`config.mk`:
```
export PLATFORM = sky130hd
export DESIGN_NAME = sarc_top
export DESIGN_NICKNAME = d
export VERILOG_FILES = /design/src/inc/sarc_pkg.sv /design/src/logic/sarc_top.sv
export SDC_FILE = /design/constraint.sdc
export NUM_CORES = 1
export LEC_CHECK = 0
export BUFFER_PORTS_ARGS = -buffer_cell sky130_fd_sc_hd__buf_2
export CAP_MARGIN = 25
export CORE_ASPECT_RATIO = 1.25
export CORE_MARGIN = 4
export CORE_UTILIZATION = 46
export CTS_CLUSTER_DIAMETER = 120
export DETAILED_ROUTE_END_ITERATION = 10
export GPL_TIMING_DRIVEN = 1
export PLACE_DENSITY = 0.77
export RECOVER_POWER = 100
export REMOVE_ABC_BUFFERS = 1
export SYNTH_ARGS = -nofsm -noshare
export SYNTH_HDL_FRONTEND = slang
export SYNTH_SLANG_ARGS = --single-unit
```
`constraint.sdc`:
```
create_clock -name CLK_I -period 2.4 [get_ports CLK_I]
set_input_delay 0.24 -clock CLK_I [delete_from_list [all_inputs] [get_ports CLK_I]]
set_output_delay 0.24 -clock CLK_I [all_outputs]
set_load 0.01 [all_outputs]
```
`src/inc/sarc_pkg.sv`:
```
/*
 * Shared constants and types of the converter control and result block.
 * Assumes a 40 MHz system clock and an 8-bit CPU register port.
 */
package sarc_pkg;

	// Clock and conversion timing.
	localparam int CLK_MHZ      = 40;
	localparam int REF_MHZ      = 16;
	localparam int MIN_CONV_NS  = 4400;
	localparam int STATES_SLOW  = 134;
	localparam int STATES_FAST  = 70;
	localparam int MIN_CYC      = (MIN_CONV_NS * CLK_MHZ + 999) / 1000;
	localparam int SLOW_RAW     = (STATES_SLOW * CLK_MHZ + REF_MHZ - 1)
	                              / REF_MHZ;
	localparam int FAST_RAW     = (STATES_FAST * CLK_MHZ + REF_MHZ - 1)
	                              / REF_MHZ;
	localparam int SLOW_CYC     = (SLOW_RAW > MIN_CYC) ? SLOW_RAW : MIN_CYC;
	localparam int FAST_CYC     = (FAST_RAW > MIN_CYC) ? FAST_RAW : MIN_CYC;
	localparam int CNT_W        = 9;
	localparam logic [CNT_W-1:0] SLOW_LOAD = CNT_W'(SLOW_CYC - 1);
	localparam logic [CNT_W-1:0] FAST_LOAD = CNT_W'(FAST_CYC - 1);
	localparam logic [CNT_W-1:0] CNT_ZERO  = '0;
	localparam logic [CNT_W-1:0] CNT_ONE   = CNT_W'(1);

	// Register port layout.
	localparam int ADDR_W   = 4;
	localparam int BYTE_W   = 8;
	localparam logic [ADDR_W-1:0] OFS_CSR = 4'h8;
	localparam logic [ADDR_W-1:0] OFS_SEL = 4'h9;
	localparam int BIT_FLAG  = 7;
	localparam int BIT_IE    = 6;
	localparam int BIT_START = 5;
	localparam int BIT_SCAN  = 4;
	localparam int BIT_TSEL  = 3;
	localparam int BIT_TRGE  = 7;
	localparam int BIT_GRP   = 2;

	// Result layout.
	localparam int RES_W    = 10;
	localparam int RES_LSB  = 6;
	localparam int NUM_RES  = 4;
	localparam int CH_W     = 3;
	localparam int SLOT_W   = 2;
	localparam int LOW_W    = RES_W - BYTE_W;

	typedef struct packed {
		logic flag;
		logic ie;
		logic start;
		logic scan;
		logic tsel;
	} sarc_csr_type;

	typedef struct packed {
		logic              trg_en;
		logic              group;
		logic [SLOT_W-1:0] ch;
	} sarc_sel_type;

	typedef enum logic [0:0] {ST_IDLE, ST_CONV} sarc_state_type;

endpackage : sarc_pkg

```
`src/logic/sarc_top.sv`:
```
/*
 * Control and result holding logic of an eight input, 10-bit successive
 * approximation converter: start control, single and scan sequencing,
 * conversion timing, end flag, interrupt and four result registers.
 * Assumes the analog core samples on ANA_SAMPLE_O and presents its
 * result on ANA_DATA_I by the end of the timed conversion.
 */
//
// Contract
// - Result sits left-justified in bits 15..6.
// - Low six result bits always read zero.
// - Upper byte read copies low byte to latch.
// - Results clear to zero at reset.
// - Four read-only results; writes ignored.
// - Inputs 0-3 group 0, 4-7 group 1.
// - Inputs n and n+4 share result n.
// - Single mode converts one channel per start.
// - Scan repeats one to four group channels.
// - Start by software or external trigger edge.
// - Conversion end can raise an interrupt.
// - At least 4.4 us per channel.
// - Start bit: self-clears single, scan runs on.
// - End flag set at end; read-then-zero clears.
// - Mode bit selects scan; enable gates interrupt.
// - Time select picks 134 or 70 states.
`timescale 1ns/1ps
module sarc_top
	import sarc_pkg::*;
(
	input  wire logic              CLK_I,
	input  wire logic              SRST_I,
	input  wire logic [ADDR_W-1:0] BUS_ADDR_I,
	input  wire logic              BUS_RD_I,
	input  wire logic              BUS_WR_I,
	input  wire logic [BYTE_W-1:0] BUS_WDATA_I,
	output logic      [BYTE_W-1:0] BUS_RDATA_O,
	input  wire logic              EXTERNAL_START_TRIGGER_I,
	input  wire logic              STANDBY_I,
	output logic                   ANA_SAMPLE_O,
	output logic      [CH_W-1:0]   ANA_CH_O,
	input  wire logic [RES_W-1:0]  ANA_DATA_I,
	output logic                   CONVERSION_END_IRQ_O
);

	logic                            trg_meta_r;
	logic                            trg_sync_r;
	logic                            trg_prev_r;
	logic                            trg_edge_w;
	sarc_csr_type                    csr_r;
	sarc_csr_type                    csr_nxt;
	sarc_sel_type                    sel_r;
	sarc_sel_type                    sel_nxt;
	logic [NUM_RES-1:0][RES_W-1:0]   res_r;
	logic [NUM_RES-1:0][RES_W-1:0]   res_nxt;
	logic [BYTE_W-1:0]               tmp_r;
	logic [BYTE_W-1:0]               tmp_nxt;
	logic [BYTE_W-1:0]               rdata_r;
	logic [BYTE_W-1:0]               rdata_nxt;
	logic                            armed_r;
	logic                            armed_nxt;
	sarc_state_type                  state_r;
	sarc_state_type                  state_nxt;
	logic [CNT_W-1:0]                cnt_r;
	logic [CNT_W-1:0]                cnt_nxt;
	logic [CH_W-1:0]                 ch_r;
	logic [CH_W-1:0]                 ch_nxt;
	logic                            sample_r;
	logic                            sample_nxt;
	logic                            done_w;
	logic                            last_w;
	logic [SLOT_W-1:0]               slot_w;
	logic [SLOT_W-1:0]               rd_slot_w;
	logic                            up_rd_w;
	logic                            lo_rd_w;
	logic [BYTE_W-1:0]               rd_low_w;
	logic [CNT_W-1:0]                load_w;

	// The trigger pin is asynchronous, so it passes two flops first.
	always_ff @(posedge CLK_I) begin
		if (SRST_I) begin
			trg_meta_r <= 1'b1;
			trg_sync_r <= 1'b1;
			trg_prev_r <= 1'b1;
		end else begin
			trg_meta_r <= EXTERNAL_START_TRIGGER_I;
			trg_sync_r <= trg_meta_r;
			trg_prev_r <= trg_sync_r;
		end
	end

	// A falling edge of the synchronised trigger requests a start.
	assign trg_edge_w = trg_prev_r & ~trg_sync_r;

	// Decode helpers for result byte reads, scan channel slot, last channel and time select.
	assign rd_slot_w = SLOT_W'(BUS_ADDR_I >> 1);
	assign up_rd_w   = BUS_RD_I && (BUS_ADDR_I < OFS_CSR) && !BUS_ADDR_I[0];
	assign lo_rd_w   = BUS_RD_I && (BUS_ADDR_I < OFS_CSR) && BUS_ADDR_I[0];
	assign rd_low_w  = {res_r[rd_slot_w][LOW_W-1:0], {RES_LSB{1'b0}}};
	assign slot_w    = ch_r[SLOT_W-1:0];
	assign last_w    = !csr_r.scan || (slot_w == sel_r.ch);
	assign load_w    = csr_r.tsel ? FAST_LOAD : SLOW_LOAD;

	// Register port, start control and sequencer share one next-state
	// process so that hardware sets are ordered after software clears.
	always_comb begin
		csr_nxt    = csr_r;
		sel_nxt    = sel_r;
		res_nxt    = res_r;
		tmp_nxt    = tmp_r;
		rdata_nxt  = rdata_r;
		armed_nxt  = armed_r;
		state_nxt  = state_r;
		cnt_nxt    = cnt_r;
		ch_nxt     = ch_r;
		sample_nxt = 1'b0;
		done_w     = 1'b0;
		// Writes to result offsets fall through and change nothing.
		if (BUS_WR_I && (BUS_ADDR_I == OFS_CSR)) begin
			csr_nxt.ie    = BUS_WDATA_I[BIT_IE];
			csr_nxt.scan  = BUS_WDATA_I[BIT_SCAN];
			csr_nxt.tsel  = BUS_WDATA_I[BIT_TSEL];
			csr_nxt.start = BUS_WDATA_I[BIT_START];
			if (!BUS_WDATA_I[BIT_FLAG] && armed_r) begin
				csr_nxt.flag = 1'b0;
			end
			armed_nxt = 1'b0;
		end
		if (BUS_WR_I && (BUS_ADDR_I == OFS_SEL)) begin
			sel_nxt.trg_en = BUS_WDATA_I[BIT_TRGE];
			sel_nxt.group  = BUS_WDATA_I[BIT_GRP];
			sel_nxt.ch     = BUS_WDATA_I[SLOT_W-1:0];
		end
		// Reads: upper byte loads the latch, lower byte comes from it.
		if (BUS_RD_I) begin
			rdata_nxt = '0;
			if (up_rd_w) begin
				rdata_nxt = res_r[rd_slot_w][RES_W-1 -: BYTE_W];
				tmp_nxt   = rd_low_w;
			end else if (lo_rd_w) begin
				rdata_nxt = tmp_r;
			end else if (BUS_ADDR_I == OFS_CSR) begin
				rdata_nxt[BIT_FLAG]  = csr_r.flag;
				rdata_nxt[BIT_IE]    = csr_r.ie;
				rdata_nxt[BIT_START] = csr_r.start;
				rdata_nxt[BIT_SCAN]  = csr_r.scan;
				rdata_nxt[BIT_TSEL]  = csr_r.tsel;
				if (csr_r.flag) begin
					armed_nxt = 1'b1;
				end
			end else if (BUS_ADDR_I == OFS_SEL) begin
				rdata_nxt[BIT_TRGE]     = sel_r.trg_en;
				rdata_nxt[BIT_GRP]      = sel_r.group;
				rdata_nxt[SLOT_W-1:0]   = sel_r.ch;
			end
		end
		if (trg_edge_w && sel_r.trg_en) begin
			csr_nxt.start = 1'b1;
		end
		if (STANDBY_I) begin
			csr_nxt.start = 1'b0;
		end
		unique case (state_r)
			ST_IDLE: begin
				if (csr_r.start) begin
					state_nxt  = ST_CONV;
					cnt_nxt    = load_w;
					sample_nxt = 1'b1;
					// Scan begins at the first input of the group.
					ch_nxt = csr_r.scan ? {sel_r.group, {SLOT_W{1'b0}}}
					                    : {sel_r.group, sel_r.ch};
				end
			end
			ST_CONV: begin
				if (!csr_r.start) begin
					// Software stop abandons the conversion in flight.
					state_nxt = ST_IDLE;
				end else if (cnt_r == CNT_ZERO) begin
					done_w          = 1'b1;
					res_nxt[slot_w] = ANA_DATA_I;
					if (last_w) begin
						csr_nxt.flag = 1'b1;
					end
					if (!csr_r.scan) begin
						csr_nxt.start = 1'b0;
						state_nxt     = ST_IDLE;
					end else begin
						cnt_nxt    = load_w;
						sample_nxt = 1'b1;
						ch_nxt     = last_w ? {sel_r.group, {SLOT_W{1'b0}}}
						           : {sel_r.group, SLOT_W'(slot_w + 1'b1)};
					end
				end else begin
					cnt_nxt = cnt_r - CNT_ONE;
				end
			end
		endcase
	end

	// State registers of the port and sequencer.
	always_ff @(posedge CLK_I) begin
		if (SRST_I) begin
			csr_r    <= '0;
			sel_r    <= '0;
			res_r    <= '0;
			tmp_r    <= '0;
			rdata_r  <= '0;
			armed_r  <= 1'b0;
			state_r  <= ST_IDLE;
			cnt_r    <= CNT_ZERO;
			ch_r     <= '0;
			sample_r <= 1'b0;
		end else begin
			csr_r    <= csr_nxt;
			sel_r    <= sel_nxt;
			res_r    <= res_nxt;
			tmp_r    <= tmp_nxt;
			rdata_r  <= rdata_nxt;
			armed_r  <= armed_nxt;
			state_r  <= state_nxt;
			cnt_r    <= cnt_nxt;
			ch_r     <= ch_nxt;
			sample_r <= sample_nxt;
		end
	end

	assign BUS_RDATA_O  = rdata_r;
	assign ANA_SAMPLE_O = sample_r;
	assign ANA_CH_O     = ch_r;
	// Both terms are flops, so the request is glitch free.
	assign CONVERSION_END_IRQ_O = csr_r.flag & csr_r.ie;

	// Cycles since the last sample pulse, read only by assertions.
	logic [CNT_W-1:0] age_r;
	always_ff @(posedge CLK_I) begin
		if (SRST_I || sample_nxt) begin
			age_r <= CNT_ZERO;
		end else if (age_r != '1) begin
			age_r <= age_r + CNT_ONE;
		end
	end
endmodule : sarc_top

```
# == Word level (Yosys, flattened, before mapping) ==
# Index checks and enable logic that the tools add are counted.
# word_totals
reg_bits,77
latchBits,0
ramBits,0
mem_bits_ro,0
inputBits,28
output_inout_bits,13
elab_cells,108
n_memories,0
# op_classes
add_sub_neg,2
multipliers,0
div,0
magnitude_cmp,4
n_eq_ne,8
n_shift,0
n_mux,51
bitwise,4
n_reduce_logical,17
# op_table
cell,n
2-to-1 mux 9 bit,5
bitwise mux 40 bit,1
2-to-1 mux 1 bit,25
binary-select mux 10 bit (select 2 bit),1
demux 10 bit (select 2 bit),1
2-to-1 mux 10 bit,2
2-to-1 mux 3 bit,6
one-hot mux 9 bit (2 select lines),1
2-to-1 mux 8 bit,2
zero test 9 bit,1
subtractor 9 x 1 -> 9 bit (second input constant),1
equality test 4 bit (second input constant),2
logical AND 1 bit,8
< comparator 2 x 3 -> 1 bit (second input constant),2
inequality test 2 bit (second input constant),3
one-hot mux 3 bit (2 select lines),1
AND reduction 3 bit,2
2-to-1 mux 5 bit,1
< comparator 4 bit (second input constant),1
2-to-1 mux 2 bit,2
2-to-1 mux 4 bit,1
one-hot mux 1 bit (2 select lines),2
AND reduction 4 bit,1
zero test 1 bit,3
9 further kinds,11

# == Depth between registers and ports, before layout ==
# logic_depth
word_depth,10
mapped_depth,7
depth_no_buf,6

# == Worst setup path before layout ==
# Ideal clock, no wire load.
# synth_path
path_type,register to register
startpoint,reg cnt_r[0]
endpoint,reg cnt_r[6]
setup_ns,0.117
arrival_ns,1.815
required_time_ns,2.283
slack_ns,0.468
stages_incl_launch_ff,8
path_buffers,1
synth_period_minus_slack_ns,1.932
cell_sequence,dfxtp_1 -> inv_1 -> ha_1 -> or4b_1 -> buf_2 -> o31ai_4 -> nor2_2 -> a32o_1
# synth_between
elab_chain_len,4
word_cells_on_any_way,7
classes_between,add/sub: 1; eq/ne: 1; mux: 3; reduce/logical: 2
# synth_rtl
item,line,rtl
start: declaration,sarc_top.sv:63,logic [CNT_W-1:0] cnt_r;
start signal: assignment,sarc_top.sv:220,cnt_r <= cnt_nxt;
subtractor 9 x 1 -> 9 bit / zero test 9 bit (equally long branches),"sarc_top.sv:193, sarc_top.sv:177",
2-to-1 mux 9 bit,sarc_top.sv:177,end else if (cnt_r == CNT_ZERO) begin
2-to-1 mux 9 bit,sarc_top.sv:174,if (!csr_r.start) begin
one-hot mux 9 bit (2 select lines),sarc_top.sv:162,unique case (state_r)
# Parallel ways exist; a longest one is shown, timed or not. The select of a mux whose other input is x is not followed.
# A chain may end at the register's enable or synchronous reset.

# == Worst setup path in the final report ==
# layout_path
startpoint,reg cnt_r[0]
endpoint,reg res_r[24] (netlist bit)
# layout_between
elab_chain_len,2
# layout_rtl
item,line,rtl
zero test 9 bit,sarc_top.sv:177,
AND reduction 3 bit (no source line),n/a,
end signal: assignment,sarc_top.sv:215,res_r <= res_nxt;
end: declaration,sarc_top.sv:53,logic [NUM_RES-1:0][RES_W-1:0] res_r;
# Every way passes these cells.

==> results.toml <==
[outcome]
status = "completed"

[setup_path]
r2r_slack_ns = 0.21
worstPathRequired_ns = 2.64
crit_type = "flop to flop"
worst_setup_path_end_kind = "flop"
worst-r2r-cell-count = 8
arrival_ns = 2.43
r2r-end = "res_r[24]$_SDFFE_PP0P_"
path_max_fanout = 10
r2r_start = "cnt_r[0]$_SDFFE_PP0P_"
worstSetupStartpointType = "flop"

[global_routing]
grt_pass1_wl_microns = 14100
grt_use_total_pct = 19.5
antenna_found_initial = 0
grt_max_degree = 73
gr-total-overflow = 0
grt_pass1_vias = 2905

[route]
vias = 2788
routed_wl_microns = 8330
first_pass_iters = 4
drc = 0
drtAntennaViolNets = 0
routedWlPerCell_microns = 17.0
drtIter0Drc = 173
via_per_inst = 5.68

[logic_synthesis]
synth_common_cells = "77 x dfxtp_1, 61 x nor2_1, 50 x mux2i_1"
synth_edf_count = 0
yosysWarningCount = 0
postSynthCellCount = 358
syn_avg_cell_area_sq_um = 9.91
synth.most_common_cell = "dfxtp_1"
ys_seq_elements = 77
synthesis.area_sq_um = 3550
synth_cell_type_count = 55
synth_ff_type = "dfxtp_1"
yosysSeqAreaShare_pct = 43.5
synth_area_leaders = "dfxtp_1 43%, mux2i_1 14%, nor2_1 6.5%"
async_reset_ff_share_pct = 0
synth_area_leader_cell = "dfxtp_1"
synth_top_area_share_pct = 43.5

[clock_tree]
clock_sink_count = 77
post-cts-setup-buffer-count = 0
htreeDepth = 3
cts_root_buffer = "clkbuf_8"
cts_tree = "done"
postCtsHoldBufs = 0
cts_buffers = 9
cts_buffer_depth = 2
clkLatencyLatePin_ns = 0.36
clk_pin_slew_ns = 0.09
cts_resized = 0

[pwr]
design_power_total_mw = 2.45
powerDensity_nw_per_um2 = 611
intPower_mw = 1.83
p_sw_uw = 617
p_leak_nw = 1.71
p_comb_share_pct = 5.3
power_frac_clock_pct = 41.7
sw_frac_of_total_pct = 25.2
power_frac_seq_pct = 52.9
ir_worst_vdd_uv = 373

[sta]
finClkSkew_ns = 0.00805
rsz0062_at_grt = "no"
hold_viol = 0
drv_slew = 0
setup_slack_ns = 0.210
fin_crit_sh_pct = 91.3
fmax_mhz = 457
finalSetupViolCount = 0
maxSlewHeadroom_pct = 36.0
tightest_slew_ns = 0.960
setup_tns_ns = 0
layout_min_cycle_time_ns = 2.19

[min_path]
hold_depth = 2
min-delay-start = "EXTERNAL_START_TRIGGER_I"
hold_path.class = "input port to flop"
holdPathEnd = "trg_meta_r$_SDFF_PP1_"

[die]
die_h_microns = 106
die_w_microns = 86.5
initial_core_util_pct = 47.6
core_sq_um = 7440
die-area_sq_um = 9190
num_rows = 35
ios = 41

[layout]
finalNetCount = 427
area_delta_synth_final_pct = 12.9
diodes = 0
drive_gt1_share_pct = 16.8

[placement]
place_ws_ns = 0.250
gp_congestion = 0.788
place_hpwl_microns = 5680
port_buffers = 40

[flow_run]
cap_violations = 0
## routing by layer
layer / track usage [%] / routed length [microns]
met1: 24.5 / 3560
met2: 31.7 / 4140
met3: 4.88 / 446
met4: 8.02 / 182
met5: 0 / 0
## cell families after synthesis
| logic type | synth area share, % |
|---|---|
| AND/OR/NAND/NOR | 17.7 |
| XOR/XNOR | 0.494 |
| adder cells (fa/ha/maj) | 1.76 |
| buffers and inverters | 3.42 |
| flip-flops | 43.5 |
| AO/OA/AOI/OAI | 12.7 |
| multiplexers | 20.5 |
## cell usage in the layout, fill, tap and decap left out, drive strengths merged, types with 2 or more instances in the layout
cell type / instances
nand3: 8
o31ai: 4
clkbuf: 27
nor4b: 2
a211oi: 9
clkinv: 4
inv: 10
or3: 2
nand2b: 8
or2: 3
buf: 29
a22oi: 3
ha: 5
o21ai: 15
a32oi: 3
or4: 3
nor4: 2
dfxtp: 77
nand2: 10
and2: 3
mux4: 10
o311a: 2
mux2i: 50
nand3b: 2
nor3: 4
nand4: 4
nor3b: 2
o311ai: 2
xor2: 2
nor2: 62
a21oi: 13
nor2b: 4
## sequential cells by signal, summed over array words and instances, names as in the netlist
signal,count
ANA_SAMPLE_O,1
BUS_RDATA_O,8
ANA_CH_O,3
trg_sync_r,1
armed_r,1
state_r,1
trg_prev_r,1
cnt_r,9
res_r,40
trg_meta_r,1
tmp_r,2
csr_r,5
sel_r,4
## worst max-delay path: stages (launching register included)
cell      delay, ns
dfxtp_1        0.35
inv_1          0.13
ha_1           0.27
nor4b_4        0.27
clkbuf_1       0.28
nand4_1        0.13
clkbuf_2       0.31
mux2i_1        0.26
nor2_1         0.06
## how the worst max path moves through the flow
stage                          start                      to  slack, ns  depth (start not counted)
5_1_grt        cnt_r[0]$_SDFFE_PP0P_  res_r[24]$_SDFFE_PP0P_       0.06                          8
4_1_cts        cnt_r[0]$_SDFFE_PP0P_   cnt_r[0]$_SDFFE_PP0P_       0.23                          6
3_5_place_dp   cnt_r[0]$_SDFFE_PP0P_   cnt_r[0]$_SDFFE_PP0P_       0.25                          6
2_1_floorplan  cnt_r[0]$_SDFFE_PP0P_   cnt_r[6]$_SDFFE_PP0P_       0.45                          6
6_report       cnt_r[0]$_SDFFE_PP0P_  res_r[24]$_SDFFE_PP0P_       0.21                          8
3_3_place_gp   cnt_r[0]$_SDFFE_PP0P_   cnt_r[6]$_SDFFE_PP0P_       0.34                          6
## power by group through the flow
stage / Clock, mW / Combinational [mW] / Sequential [mW]
finish: 1.02 / 0.131 / 1.30
global route: 1.11 / 0.142 / 1.30
CTS: 1.04 / 0.134 / 1.30
detailed placement: 0 / 0.133 / 1.33
global placement: 0 / 0.132 / 1.33
floorplan: 0 / 0.0431 / 1.33
## layout make-up
type / instances / area [sq um]
sequential: 77 / 1540
fill: 684 / 3440
clock inverter: 7 / 82.6
inverter: 8 / 30.0
clock buffer: 9 / 124
timing repair buffer: 47 / 236
tap: 92 / 115
multi-input combinational: 251 / 1880
## stage by stage
step	std cells	hold WS (ns)	util (%)	instance area (sq um)
final	491	0.0658	53.8	4010
after floorplan	336	0.305	-	3460
after global placement	475	0.401	51.5	3840
after global routing	491	0.0571	53.8	4010
after detailed placement	475	0.402	51.5	3840
after CTS	491	0.0511	54.3	4040
No activity file was read; power rests on OpenSTA's default activity.
